`config.mk`:
```
export PLATFORM = sky130hd
export DESIGN_NAME = rtc_serial_read_path
export DESIGN_NICKNAME = d
export VERILOG_FILES = /design/src/rtc_rd_pkg.sv /design/src/rd_fifo.sv /design/src/rtc_serial_read_path.sv
export SDC_FILE = /design/constraint.sdc
export NUM_CORES = 1
export LEC_CHECK = 0
export ABC_AREA = 0
export CAP_MARGIN = 10
export CORE_MARGIN = 1.5
export CORE_UTILIZATION = 57
export DETAILED_ROUTE_END_ITERATION = 8
export DONT_BUFFER_PORTS = 1
export GPL_TIMING_DRIVEN = 1
export PLACE_DENSITY = 0.85
export REMOVE_ABC_BUFFERS = 1
export SLEW_MARGIN = 5
export SYNTH_ARGS = -nofsm -noshare
export SYNTH_HDL_FRONTEND = slang
export SYNTH_HIERARCHICAL = 1
export SYNTH_SLANG_ARGS = --single-unit
export TNS_END_PERCENT = 50
```
`constraint.sdc`:
```
create_clock -name clk_i -period 3 [get_ports clk_i]
set_clock_uncertainty 0.05 [all_clocks]
set_input_delay 0.15 -clock clk_i [delete_from_list [all_inputs] [get_ports clk_i]]
set_output_delay 0.15 -clock clk_i [all_outputs]
set_load 0.03 [all_outputs]
```
`src/rtc_rd_pkg.sv`:
```
// Purpose: shared constants and carriers for the serial read path
// Assumes: 125 MHz system clock, serial clock sampled as plain input
// Notes: device identifier value is arbitrary
package rtc_rd_pkg;
  // identifier compared against the top seven bits (arbitrary value)
  localparam logic [6:0] DEV_ID = 7'h2A;
  // pointer range
  localparam logic [4:0] LAST_LOC = 5'h13;
  localparam logic [4:0] PTR_RST = 5'h00;
  localparam int PTR_W = 5;
  localparam int FIFO_DEPTH = 8;
  localparam logic [3:0] BIT_LAST = 4'h7;
  localparam logic [3:0] BIT_ACK = 4'h8;

  // one byte fetched from the register space with its location
  typedef struct packed {
    logic [4:0] addr;
    logic [7:0] data;
  } rd_word_t;

  // decoded bus events from the synchronised pins
  typedef struct packed {
    logic start;
    logic stop;
    logic rise;
    logic fall;
  } bus_evt_t;
endpackage : rtc_rd_pkg

```
`src/rd_fifo.sv`:
```
// Purpose: small synchronous fifo with valid/ready on both sides
// Assumes: single clock, read data taken straight from the array
// Notes: width and depth are parameters
`timescale 1ns/1ps
module rd_fifo #(
  parameter int WIDTH = 8,
  parameter int DEPTH = 8
) (
  // clock and reset
  input wire logic clk_i,
  input wire logic rst_i,
  input wire logic flush_i,
  // write side
  input wire logic in_valid_i,
  output logic in_ready_o,
  input wire logic [WIDTH-1:0] in_data_i,
  // read side
  output logic out_valid_o,
  input wire logic out_ready_i,
  output logic [WIDTH-1:0] out_data_o
);
  localparam int AW = $clog2(DEPTH);
  logic [WIDTH-1:0] mem [DEPTH];
  logic [AW-1:0] wp_ff, rp_ff, nxt_wp, nxt_rp;
  logic [AW:0] cnt_ff, nxt_cnt;
  logic push, pop;

  // full and empty from the occupancy count
  assign in_ready_o = (cnt_ff != (AW+1)'(DEPTH));
  assign out_valid_o = (cnt_ff != '0);
  assign push = in_valid_i && in_ready_o;
  assign pop = out_valid_o && out_ready_i;
  assign out_data_o = mem[rp_ff];

  // next pointers and count
  always_comb begin
    nxt_wp = push ? AW'(wp_ff + 1'b1) : wp_ff;
    nxt_rp = pop ? AW'(rp_ff + 1'b1) : rp_ff;
    nxt_cnt = cnt_ff + (AW+1)'(push) - (AW+1)'(pop);
    if (flush_i) begin
      nxt_wp = '0;
      nxt_rp = '0;
      nxt_cnt = '0;
    end
  end

  always_ff @(posedge clk_i or posedge rst_i) begin
    if (rst_i) begin
      wp_ff <= '0;
      rp_ff <= '0;
      cnt_ff <= '0;
    end else begin
      wp_ff <= nxt_wp;
      rp_ff <= nxt_rp;
      cnt_ff <= nxt_cnt;
    end
  end

  // storage array
  always_ff @(posedge clk_i) begin
    if (push) begin
      mem[wp_ff] <= in_data_i;
    end
  end
endmodule : rd_fifo

```
`src/rtc_serial_read_path.sv`:
```
// Purpose: two-wire slave read path with auto-incrementing pointer
// Assumes: serial pins sampled by clk_i, register contents on a fetch port
// Notes: fetched bytes pass through a fifo before the shifter
`timescale 1ns/1ps
module rtc_serial_read_path #(
  parameter int DEPTH = rtc_rd_pkg::FIFO_DEPTH
) (
  // clock and reset
  input wire logic clk_i,
  input wire logic rst_i,
  // serial pins
  input wire logic scl_i,
  input wire logic sda_i,
  output logic sda_o,
  output logic sda_oe_o,
  // register fetch port
  output logic fetch_req_o,
  output logic [4:0] fetch_addr_o,
  input wire logic fetch_ready_i,
  input wire logic [7:0] fetch_data_i,
  // status
  output logic [4:0] ptr_o,
  output logic busy_o
);
  typedef enum logic [2:0] {S_IDLE, S_ADDR_ID, S_WORD, S_WAIT_RS, S_SEND, S_MACK, S_HOLD} st_t;
  st_t st_ff, nxt_st;
  logic [1:0] scl_sync_ff, sda_sync_ff;
  logic scl_d_ff, sda_d_ff;
  rtc_rd_pkg::bus_evt_t evt;
  logic [7:0] sh_ff, nxt_sh;
  logic [3:0] bit_ff, nxt_bit;
  logic [4:0] ptr_ff, nxt_ptr, fptr_ff, nxt_fptr;
  logic ack_ff, nxt_ack, oe_ff, nxt_oe, out_ff, nxt_out;
  logic rd_ff, nxt_rd;
  logic f_in_valid, f_in_ready, f_out_valid, f_pop, flush;
  rtc_rd_pkg::rd_word_t f_in, f_out;

  // two-stage synchronisers, then one delay for edge finding
  always_ff @(posedge clk_i or posedge rst_i) begin
    if (rst_i) begin
      scl_sync_ff <= 2'h3;
      sda_sync_ff <= 2'h3;
      scl_d_ff <= 1'b1;
      sda_d_ff <= 1'b1;
    end else begin
      scl_sync_ff <= {scl_sync_ff[0], scl_i};
      sda_sync_ff <= {sda_sync_ff[0], sda_i};
      scl_d_ff <= scl_sync_ff[1];
      sda_d_ff <= sda_sync_ff[1];
    end
  end

  // bus events from synchronised levels
  always_comb begin
    evt.start = scl_sync_ff[1] && scl_d_ff && sda_d_ff && !sda_sync_ff[1];
    evt.stop = scl_sync_ff[1] && scl_d_ff && !sda_d_ff && sda_sync_ff[1];
    evt.rise = scl_sync_ff[1] && !scl_d_ff;
    evt.fall = !scl_sync_ff[1] && scl_d_ff;
  end

  // prefetch path: requests stream from fptr into the fifo
  assign fetch_req_o = rd_ff && f_in_ready;
  assign fetch_addr_o = fptr_ff;
  assign f_in_valid = fetch_req_o && fetch_ready_i;
  assign f_in.addr = fptr_ff;
  assign f_in.data = fetch_data_i;
  assign flush = evt.start || evt.stop;

  rd_fifo #(
    .WIDTH($bits(rtc_rd_pkg::rd_word_t)),
    .DEPTH(DEPTH)
  ) u_fifo (
    .clk_i(clk_i),
    .rst_i(rst_i),
    .flush_i(flush),
    .in_valid_i(f_in_valid),
    .in_ready_o(f_in_ready),
    .in_data_i(f_in),
    .out_valid_o(f_out_valid),
    .out_ready_i(f_pop),
    .out_data_o(f_out)
  );

  // byte-level state machine
  always_comb begin
    nxt_st = st_ff;
    nxt_sh = sh_ff;
    nxt_bit = bit_ff;
    nxt_ptr = ptr_ff;
    nxt_fptr = fptr_ff;
    nxt_ack = ack_ff;
    nxt_oe = oe_ff;
    nxt_out = out_ff;
    nxt_rd = rd_ff;
    f_pop = 1'b0;
    if (f_in_valid) begin
      nxt_fptr = (fptr_ff == rtc_rd_pkg::LAST_LOC) ? rtc_rd_pkg::PTR_RST : 5'(fptr_ff + 1'b1);
    end
    if (evt.start) begin
      nxt_st = S_ADDR_ID;
      nxt_bit = '0;
      nxt_oe = 1'b0;
      nxt_rd = 1'b0;
      nxt_ack = 1'b0;
      nxt_fptr = ptr_ff;
    end else if (evt.stop) begin
      nxt_st = S_IDLE;
      nxt_oe = 1'b0;
      nxt_rd = 1'b0;
      nxt_ack = 1'b0;
    end else begin
      case (st_ff)
        S_IDLE, S_HOLD: begin
          nxt_oe = 1'b0;
        end
        S_ADDR_ID, S_WORD: begin
          if (evt.rise && bit_ff <= rtc_rd_pkg::BIT_LAST) begin
            nxt_sh = {sh_ff[6:0], sda_sync_ff[1]};
            nxt_bit = 4'(bit_ff + 1'b1);
          end
          if (evt.fall && bit_ff == rtc_rd_pkg::BIT_ACK && !ack_ff) begin
            if (st_ff == S_WORD) begin
              nxt_ptr = sh_ff[4:0];
              nxt_fptr = sh_ff[4:0];
              nxt_oe = 1'b1;
              nxt_out = 1'b0;
              nxt_ack = 1'b1;
            end else if (sh_ff[7:1] == rtc_rd_pkg::DEV_ID) begin
              nxt_oe = 1'b1;
              nxt_out = 1'b0;
              nxt_ack = 1'b1;
              nxt_rd = sh_ff[0];
            end else begin
              nxt_st = S_HOLD;
            end
          end else if (evt.fall && ack_ff) begin
            nxt_ack = 1'b0;
            nxt_bit = '0;
            if (st_ff == S_WORD) begin
              nxt_oe = 1'b0;
              nxt_st = S_WAIT_RS;
            end else if (rd_ff) begin
              nxt_st = S_SEND;
              nxt_oe = 1'b0;
            end else begin
              nxt_oe = 1'b0;
              nxt_st = S_WORD;
            end
          end
        end
        S_WAIT_RS: begin
          nxt_oe = 1'b0;
        end
        S_SEND: begin
          // drive next bit while scl low; load a byte at bit zero, only once scl is low
          if (bit_ff == 4'h0 && f_out_valid && !oe_ff && !scl_sync_ff[1]) begin
            nxt_sh = f_out.data;
            nxt_ptr = f_out.addr;
            f_pop = 1'b1;
            nxt_oe = 1'b1;
            nxt_out = f_out.data[7];
            nxt_bit = 4'h1;
          end else if (evt.fall && bit_ff != 4'h0) begin
            if (bit_ff == rtc_rd_pkg::BIT_ACK) begin
              nxt_oe = 1'b0;
              nxt_st = S_MACK;
              nxt_ptr = (ptr_ff == rtc_rd_pkg::LAST_LOC) ? rtc_rd_pkg::PTR_RST : 5'(ptr_ff + 1'b1);
            end else begin
              nxt_out = sh_ff[3'(4'h7 - bit_ff)];
              nxt_bit = 4'(bit_ff + 1'b1);
            end
          end
        end
        S_MACK: begin
          if (evt.rise) begin
            nxt_bit = '0;
            nxt_st = sda_sync_ff[1] ? S_HOLD : S_SEND;
          end
        end
        default: nxt_st = S_IDLE;
      endcase
    end
  end

  always_ff @(posedge clk_i or posedge rst_i) begin
    if (rst_i) begin
      st_ff <= S_IDLE;
      sh_ff <= '0;
      bit_ff <= '0;
      ptr_ff <= rtc_rd_pkg::PTR_RST;
      fptr_ff <= rtc_rd_pkg::PTR_RST;
      ack_ff <= 1'b0;
      oe_ff <= 1'b0;
      out_ff <= 1'b1;
      rd_ff <= 1'b0;
    end else begin
      st_ff <= nxt_st;
      sh_ff <= nxt_sh;
      bit_ff <= nxt_bit;
      ptr_ff <= nxt_ptr;
      fptr_ff <= nxt_fptr;
      ack_ff <= nxt_ack;
      oe_ff <= nxt_oe;
      out_ff <= nxt_out;
      rd_ff <= nxt_rd;
    end
  end

  // outputs
  assign sda_o = out_ff;
  assign sda_oe_o = oe_ff;
  assign ptr_o = ptr_ff;
  assign busy_o = (st_ff != S_IDLE);

  // checks
  ptr_wrap_a: assert property (@(posedge clk_i) disable iff (rst_i)
    (st_ff == S_SEND && evt.fall && bit_ff == 4'h8 && ptr_ff == 5'h13) |=> ptr_ff == 5'h00)
    else $error("pointer did not wrap");
  ptr_step_a: assert property (@(posedge clk_i) disable iff (rst_i)
    (st_ff == S_SEND && evt.fall && bit_ff == 4'h8 && ptr_ff < 5'h13) |=> ptr_ff == $past(ptr_ff) + 5'h01)
    else $error("pointer did not step");
  nack_rel_a: assert property (@(posedge clk_i) disable iff (rst_i)
    (st_ff == S_HOLD) |-> !sda_oe_o)
    else $error("data driven after no-acknowledge");
  id_miss_a: assert property (@(posedge clk_i) disable iff (rst_i)
    (st_ff == S_ADDR_ID && evt.fall && bit_ff == 4'h8 && !ack_ff && sh_ff[7:1] != rtc_rd_pkg::DEV_ID) |=> !sda_oe_o)
    else $error("acknowledged a foreign identifier");
  ack_low_a: assert property (@(posedge clk_i) disable iff (rst_i)
    (ack_ff && sda_oe_o) |-> !sda_o)
    else $error("acknowledge not low");
  stop_idle_a: assert property (@(posedge clk_i) disable iff (rst_i)
    evt.stop |=> (st_ff == S_IDLE && !sda_oe_o))
    else $error("stop did not release");
  mack_go_a: assert property (@(posedge clk_i) disable iff (rst_i)
    (st_ff == S_MACK && evt.rise && !sda_sync_ff[1] && !evt.start && !evt.stop) |=> st_ff == S_SEND)
    else $error("acknowledged byte not followed");
  msb_first_a: assert property (@(posedge clk_i) disable iff (rst_i)
    (st_ff == S_SEND && f_pop) |=> sda_o == $past(f_out.data[7]))
    else $error("first bit not msb");
  rd_cov_c: cover property (@(posedge clk_i) st_ff == S_SEND && f_pop);
  wrap_cov_c: cover property (@(posedge clk_i) ptr_ff == 5'h13 ##[1:1000] ptr_ff == 5'h00);
  nack_cov_c: cover property (@(posedge clk_i) st_ff == S_MACK ##1 st_ff == S_HOLD);
endmodule : rtc_serial_read_path

```
## After elaboration in Yosys (flattened, before gate mapping)

Memories as Yosys holds them, arrays and structs flattened.
Cells that the tools add are included.

| cells by class | value |
|---|---|
| order comparisons | 2 |
| reduce and logical (&&, ||, !) cells | 50 |
| multiplexer cells | 80 |
| bitwise logic cells | 2 |
| eq/ne operators | 36 |
| add/sub/neg operators | 8 |

Operators by type and width:

| cell | number |
|---|---|
| $mux 5 | 13 |
| $mux 3 | 16 |
| $mux 4 | 10 |
| $mux 1 | 31 |
| $ne 4x4->1 const B | 7 |
| $ne 5x5->1 const B | 5 |
| $logic_and 1x1->1 | 19 |
| $ne 3x3->1 const B | 6 |
| $mux 8 | 2 |
| $pmux 8 s2 | 1 |
| $reduce_bool 4->1 | 4 |
| $reduce_and 5->1 | 3 |
| $reduce_and 7->1 | 2 |
| $pmux 3 s4 | 1 |
| $pmux 4 s3 | 1 |
| $reduce_bool 3->1 | 4 |
| $add 5x1->5 const B | 2 |
| $eq 5x5->1 const B | 2 |
| $pmux 5 s2 | 1 |
| $eq 3x3->1 const B | 3 |
| $ne 2x2->1 const B | 4 |
| $reduce_and 8->1 | 1 |
| $eq 7x6->1 const B | 1 |
| $add 3x1->3 const B | 2 |
| other kinds (28) | 37 |

| word-level totals | value |
|---|---|
| flip-flop bits (word level) | 45 |
| logic and storage cells | 195 |
| memory bits (writable) | 104 |
| memories | 1 |

Memories:

| memory | depth | width | rd ports | clocked after Yosys merged registers in | write ports | RTL line | RTL |
|---|---|---|---|---|---|---|---|
| u_fifo.mem | 8 | 13 | 1 | 0 | 1 | rd_fifo.sv:23 | `logic [WIDTH-1:0] mem [DEPTH];` |

## Longest topological paths before layout

| depth | value |
|---|---|
| word-level depth | 11 |
| depth in mapped cells | 15 |

## Hierarchy

The synthesis kept the hierarchy.

By module, submodules not included:

| module | area an instance (µm²) | seq. area each (µm²) | times used | cells an instance |
|---|---|---|---|---|
| rd_fifo | 4,660.7 | 3,373.2 | 1 | 227 |
| rtc_serial_read_path | 2,393.5 | 884.6 | 1 | 270 |

## Least setup slack after synthesis

No wires, ideal clock.

| timing | value |
|---|---|
| kind | register to register |
| start | reg u_fifo.cnt_ff[2] |
| end | mem u_fifo/mem[0][0] in the netlist's numbering, enable pin |
| path slack | -1 ps |
| required time | 2,550 ps |
| arrival time | 2,552 ps |
| library setup time | 400 ps |
| cell stages (with the launch flop) | 10 |
| cell sequence | dfrtp_1 -> inv_1 -> ha_1 -> nor3b_1 -> inv_1 -> nand3_1 -> inv_1 -> inv_1 -> or3_1 -> nor3_1 |

| on the way | value |
|---|---|
| word-level cells in the longest chain between the ends | 6 |

RTL lines:

| element | RTL line | RTL |
|---|---|---|
| start, declared | rd_fifo.sv:25 | `logic [AW:0] cnt_ff, nxt_cnt;` |
| start signal, assigned | rd_fifo.sv:55 | `cnt_ff <= nxt_cnt;` |
| $ne 4x4->1 | rd_fifo.sv:29 | `assign in_ready_o = (cnt_ff != (AW+1)'(DEPTH));` |
| via f_in_ready | rtc_serial_read_path.sv:35 | `logic f_in_valid, f_in_ready, f_out_valid, f_pop, flush;` |
| $logic_and 1x1->1 | rtc_serial_read_path.sv:62 | `assign fetch_req_o = rd_ff && f_in_ready;` |
| $logic_and 1x1->1 | rtc_serial_read_path.sv:64 | `assign f_in_valid = fetch_req_o && fetch_ready_i;` |
| via f_in_valid | rtc_serial_read_path.sv:35 |  |
| $logic_and 1x1->1 | rd_fifo.sv:31 | `assign push = in_valid_i && in_ready_o;` |
| $mux 1 | rd_fifo.sv:61 | `if (push) begin` |
| $mux 1 (implied by the code) | rd_fifo.sv:62 | `mem[wp_ff] <= in_data_i;` |
| end, declared | rd_fifo.sv:23 |  |

The timed path passes the listed nets, and every way through them passes these cells.

## Worst setup path after layout

| timing | value |
|---|---|
| start | reg bit_ff[1] |
| end | reg u_fifo.cnt_ff[1] |

| on the way | value |
|---|---|
| word-level cells in the longest chain between the ends | 11 |

RTL lines:

| element | RTL line | RTL |
|---|---|---|
| start, declared | rtc_serial_read_path.sv:31 | `logic [3:0] bit_ff, nxt_bit;` |
| start signal, assigned | rtc_serial_read_path.sv:199 | `bit_ff <= nxt_bit;` |
| $logic_not 4->1 | rtc_serial_read_path.sv:156 | `if (bit_ff == 4'h0 && f_out_valid && !oe_ff && !scl_sync_ff[1]) begin` |
| $logic_and 1x1->1 (3 in series) | rtc_serial_read_path.sv:156 |  |
| $mux 1 | rtc_serial_read_path.sv:156 |  |
| $mux 1 | rtc_serial_read_path.sv:112 | `case (st_ff)` |
| $mux 1 | rtc_serial_read_path.sv:106 | `end else if (evt.stop) begin` |
| $mux 1 | rtc_serial_read_path.sv:99 | `if (evt.start) begin` |
| via f_pop | rtc_serial_read_path.sv:35 |  |
| $logic_and 1x1->1 | rd_fifo.sv:32 | `assign pop = out_valid_o && out_ready_i;` |
| $sub 4x1->4 | rd_fifo.sv:39 | `nxt_cnt = cnt_ff + (AW+1)'(push) - (AW+1)'(pop);` |
| $mux 4 | rd_fifo.sv:40 | `if (flush_i) begin` |
| via u_fifo.nxt_cnt[1] | rd_fifo.sv:25 |  |

The timed path passes the listed nets, and every way through them passes these cells.
A chain may end at the register's enable or synchronous reset.

==> impl_metrics.json <==
{
  "core_mm2": 0.01206,
  "first_pass_iters": 6,
  "fillerInstances": 795,
  "grt_max_degree": 23,
  "cpMaxStageDelayCell": "dfrtp_1",
  "insertion_delay_ns": 0.43,
  "wl_met3_um": 949,
  "layout_common_cells": "104 x edfxtp_1, 38 x dfrtp_1, 34 x nand2_1",
  "cap_violations": 0,
  "wirelength_met1_um": 6400,
  "htreeDepth": 4,
  "wl_met2_um": 8144,
  "fmax_mhz": 354.3,
  "netlist_instances": 497,
  "drtIter0Drc": 480,
  "drc_errors": 0,
  "startpoint_type": "flip-flop",
  "grt_antenna_before_repair": 0,
  "syn_area_mm2": 0.007054,
  "grt_usage_pct": 26.53,
  "tightest_slew_ns": 0.8480,
  "hold_violations": 0,
  "outcome": "finished, final reports clean",
  "cts_made_buffers": 17,
  "total_power_uw": 5041,
  "cts.clk_slew.worst_paths_ns": 0.06,
  "cpPeakStageDelay_ns": 0.43,
  "end_kind": "flip-flop",
  "post_cts_buffers": 0,
  "via_per_inst": 6.283,
  "antenna_cells": 0,
  "top_layer_used": "met4",
  "worstPathRequired_ns": 3.25,
  "layout_commonest_cell": "edfxtp_1",
  "cp_cell_sequence": "inv_1, ha_1, nor3b_2, nand2_1, nor2_2, inv_1, nor2_1, ha_1, inv_1, ha_1, fa_1, nor2b_1",
  "die_y_um": 114.2,
  "synth_edf_count": 104,
  "place_congestion": 0.9188,
  "min_path_type": "input port to flip-flop",
  "start_util_pct": 58.49,
  "cts_tree": "done",
  "rsz0062_at_grt": "no",
  "dp.cells": 671,
  "antenna_left": 0,
  "maxSlewHeadroom_pct": 43.47,
  "ys_seq_area_share_pct": 60.36,
  "p_leak_uw": 0.003032,
  "layout-drive-gt1-share_pct": 18.90,
  "area_delta_synth_final_pct": 15.01,
  "wirelength_um": 15920,
  "grt_overflow": 0,
  "ios": 27,
  "final-max-slew-violation-count": 0,
  "placementRows": 40,
  "min_period_over_period_pct": 94.09,
  "crit_fanout": 5,
  "syn_avg_cell_area_um2": 14.19,
  "ys_ff_latch": 149,
  "numPortBuffers": 0,
  "ys_types": 65,
  "fin_cells": 713,
  "pre_cts_slack_ns": 0.04089,
  "cts_root_buf": "clkbuf_16",
  "fin_tns_setup_ns": 0,
  "hold_ws_ns": 0.05220,
  "cts.sinks": 149,
  "setup_violations": 0,
  "dieWidth_um": 114.2,
  "grt_pass1_vias": 4558,
  "min_period_ns": 2.823,
  "cts_buffer_depth": 2,
  "die_area_mm2": 0.01305,
  "crit_type": "flip-flop to flip-flop",
  "vdd_drop_max_v": 0.0005479,
  "synth_ff_type": "edfxtp_1",
  "via_count": 4480,
  "worstPathArrival_ns": 3.07,
  "grt_pass1_wl_um": 24930,
  "place_hpwl_um": 9812,
  "p_per_area_mw_per_mm2": 621.4,
  "async_flop_share_pct": 30.20,
  "finish.net_count": 559,
  "fin_ws_ns": 0.1774,
  "wl_per_cell_um": 22.33,
  "yosysWarnings": 6
}
==> through the flow <==
stage               instance area, um^2  utilization, %
floorplan                          6942               -
global placement                   7372           61.12
detailed placement                 7372           61.12
CTS                                8089           67.06
global route                       8113           67.26
finish                             8113           67.26
==> cells in the mapped netlist (all sizes together) (2+ instances only) <==
cell type / n / share of area, %
a211oi: 5 / 0.60
a21o: 3 / 0.32
a21oi: 20 / 1.5
a221oi: 2 / 0.25
a222oi: 2 / 0.28
a22oi: 5 / 0.53
a31o: 5 / 0.62
a31oi: 3 / 0.27
and2: 3 / 0.27
and3: 5 / 0.44
buf: 11 / 1.0
clkbuf: 11 / 0.59
dfrtp: 38 / 13
dfstp: 7 / 2.6
edfxtp: 104 / 44
ha: 12 / 2.1
inv: 22 / 1.2
mux2: 19 / 3.1
mux2i: 13 / 1.8
mux4: 28 / 10
nand2: 34 / 1.8
nand2b: 8 / 0.71
nand3: 10 / 0.71
nand4: 3 / 0.27
nor2: 34 / 1.8
nor2b: 7 / 0.62
nor3: 8 / 0.64
nor3b: 8 / 0.92
o211ai: 3 / 0.32
o21ai: 25 / 1.8
o21bai: 2 / 0.21
o22ai: 2 / 0.18
o2bb2ai: 3 / 0.37
or3: 5 / 0.44
or3b: 5 / 0.62
xnor2: 4 / 0.50
xor2: 2 / 0.25
==> flip-flops by register name, indices dropped and copies added, names as in the netlist <==
name,cells
scl_d_ff,1
sda_oe_o,1
scl_sync_ff,2
ptr_o,5
u_fifo/cnt_ff,4
fetch_addr_o,5
sda_o,1
u_fifo/rp_ff,3
bit_ff,4
sh_ff,8
sda_d_ff,1
sda_sync_ff,2
rd_ff,1
u_fifo/wp_ff,3
st_ff,3
ack_ff,1
u_fifo/mem,104
==> path summary, 6_finish.rpt <==
kind / startpoint / end / slack, ns / depth (start not counted)
max in group asynchronous: rst_i / sda_o$_DFFE_PP1P_ / 1.95 / 3
worst max-delay path: bit_ff[1]$_DFFE_PP0P_ / u_fifo/cnt_ff[1]$_DFF_PP0_ / 0.18 / 12
worst min-delay path: fetch_ready_i / u_fifo/wp_ff[1]$_DFFE_PP0P_ / 0.05 / 4
worst min register to register: sda_sync_ff[0]$_DFF_PP1_ / sda_sync_ff[1]$_DFF_PP1_ / 0.31 / 0
worst max register to register: bit_ff[1]$_DFFE_PP0P_ / u_fifo/cnt_ff[1]$_DFF_PP0_ / 0.18 / 12
min in group asynchronous: rst_i / u_fifo/wp_ff[0]$_DFFE_PP0P_ / 0.13 / 2
==> kinds of logic after synthesis <==
| family | Yosys count | synth area share (%) |
|---|---|---|
| xor+xnor | 6 | 0.7449 |
| buf+inv | 44 | 2.767 |
| simple gates | 138 | 10.36 |
| flops | 149 | 60.36 |
| compound gates | 87 | 8.159 |
| fa+ha+maj | 13 | 2.412 |
| mux | 60 | 15.20 |
==> cell type report <==
class                           instances  area, um^2  share of cell area, %
Inverter                               22       82.58                  1.018
Multi-Input combinational cell        304        2640                  32.54
Clock inverter                         13       172.7                  2.128
Sequential cell                       149        4258                  52.48
Tap cell                              168       210.2                  2.591
Timing Repair Buffer                   39       320.3                  3.948
Clock buffer                           18       429.2                  5.290
==> metal layers <==
layer | vias to the layer above | track usage [%]
li1 | 1991 | -
met1 | 2278 | 32.81
met2 | 165 | 45.26
met3 | 46 | 6.458
met4 | 0 | 10.67
met5 | - | 0
==> critical path: cells and delay by family (launching register included) <==
family / cells / cell delay [ns]
flops: 1 / 0.43
buf+inv: 3 / 0.26
simple gates: 5 / 0.89
fa+ha+maj: 4 / 1.08
==> report_power, final <==
| group | internal (uW) | switching, uW | total [uW] |
|---|---|---|---|
| clock network | 1320 | 860 | 2180 |
| registers | 2270 | 101 | 2370 |
| logic | 210 | 284 | 494 |
==> repair_timing <==
| item | CTS | global route |
|---|---|---|
| endpoints found under the hold margin | 89 | 0 |
| resized for setup | 1 | 5 |
| hold buffers | 11 | 0 |
| endpoints found under the setup margin | 1 | 10 |
Note: power is estimated with default switching activity, not from simulation.
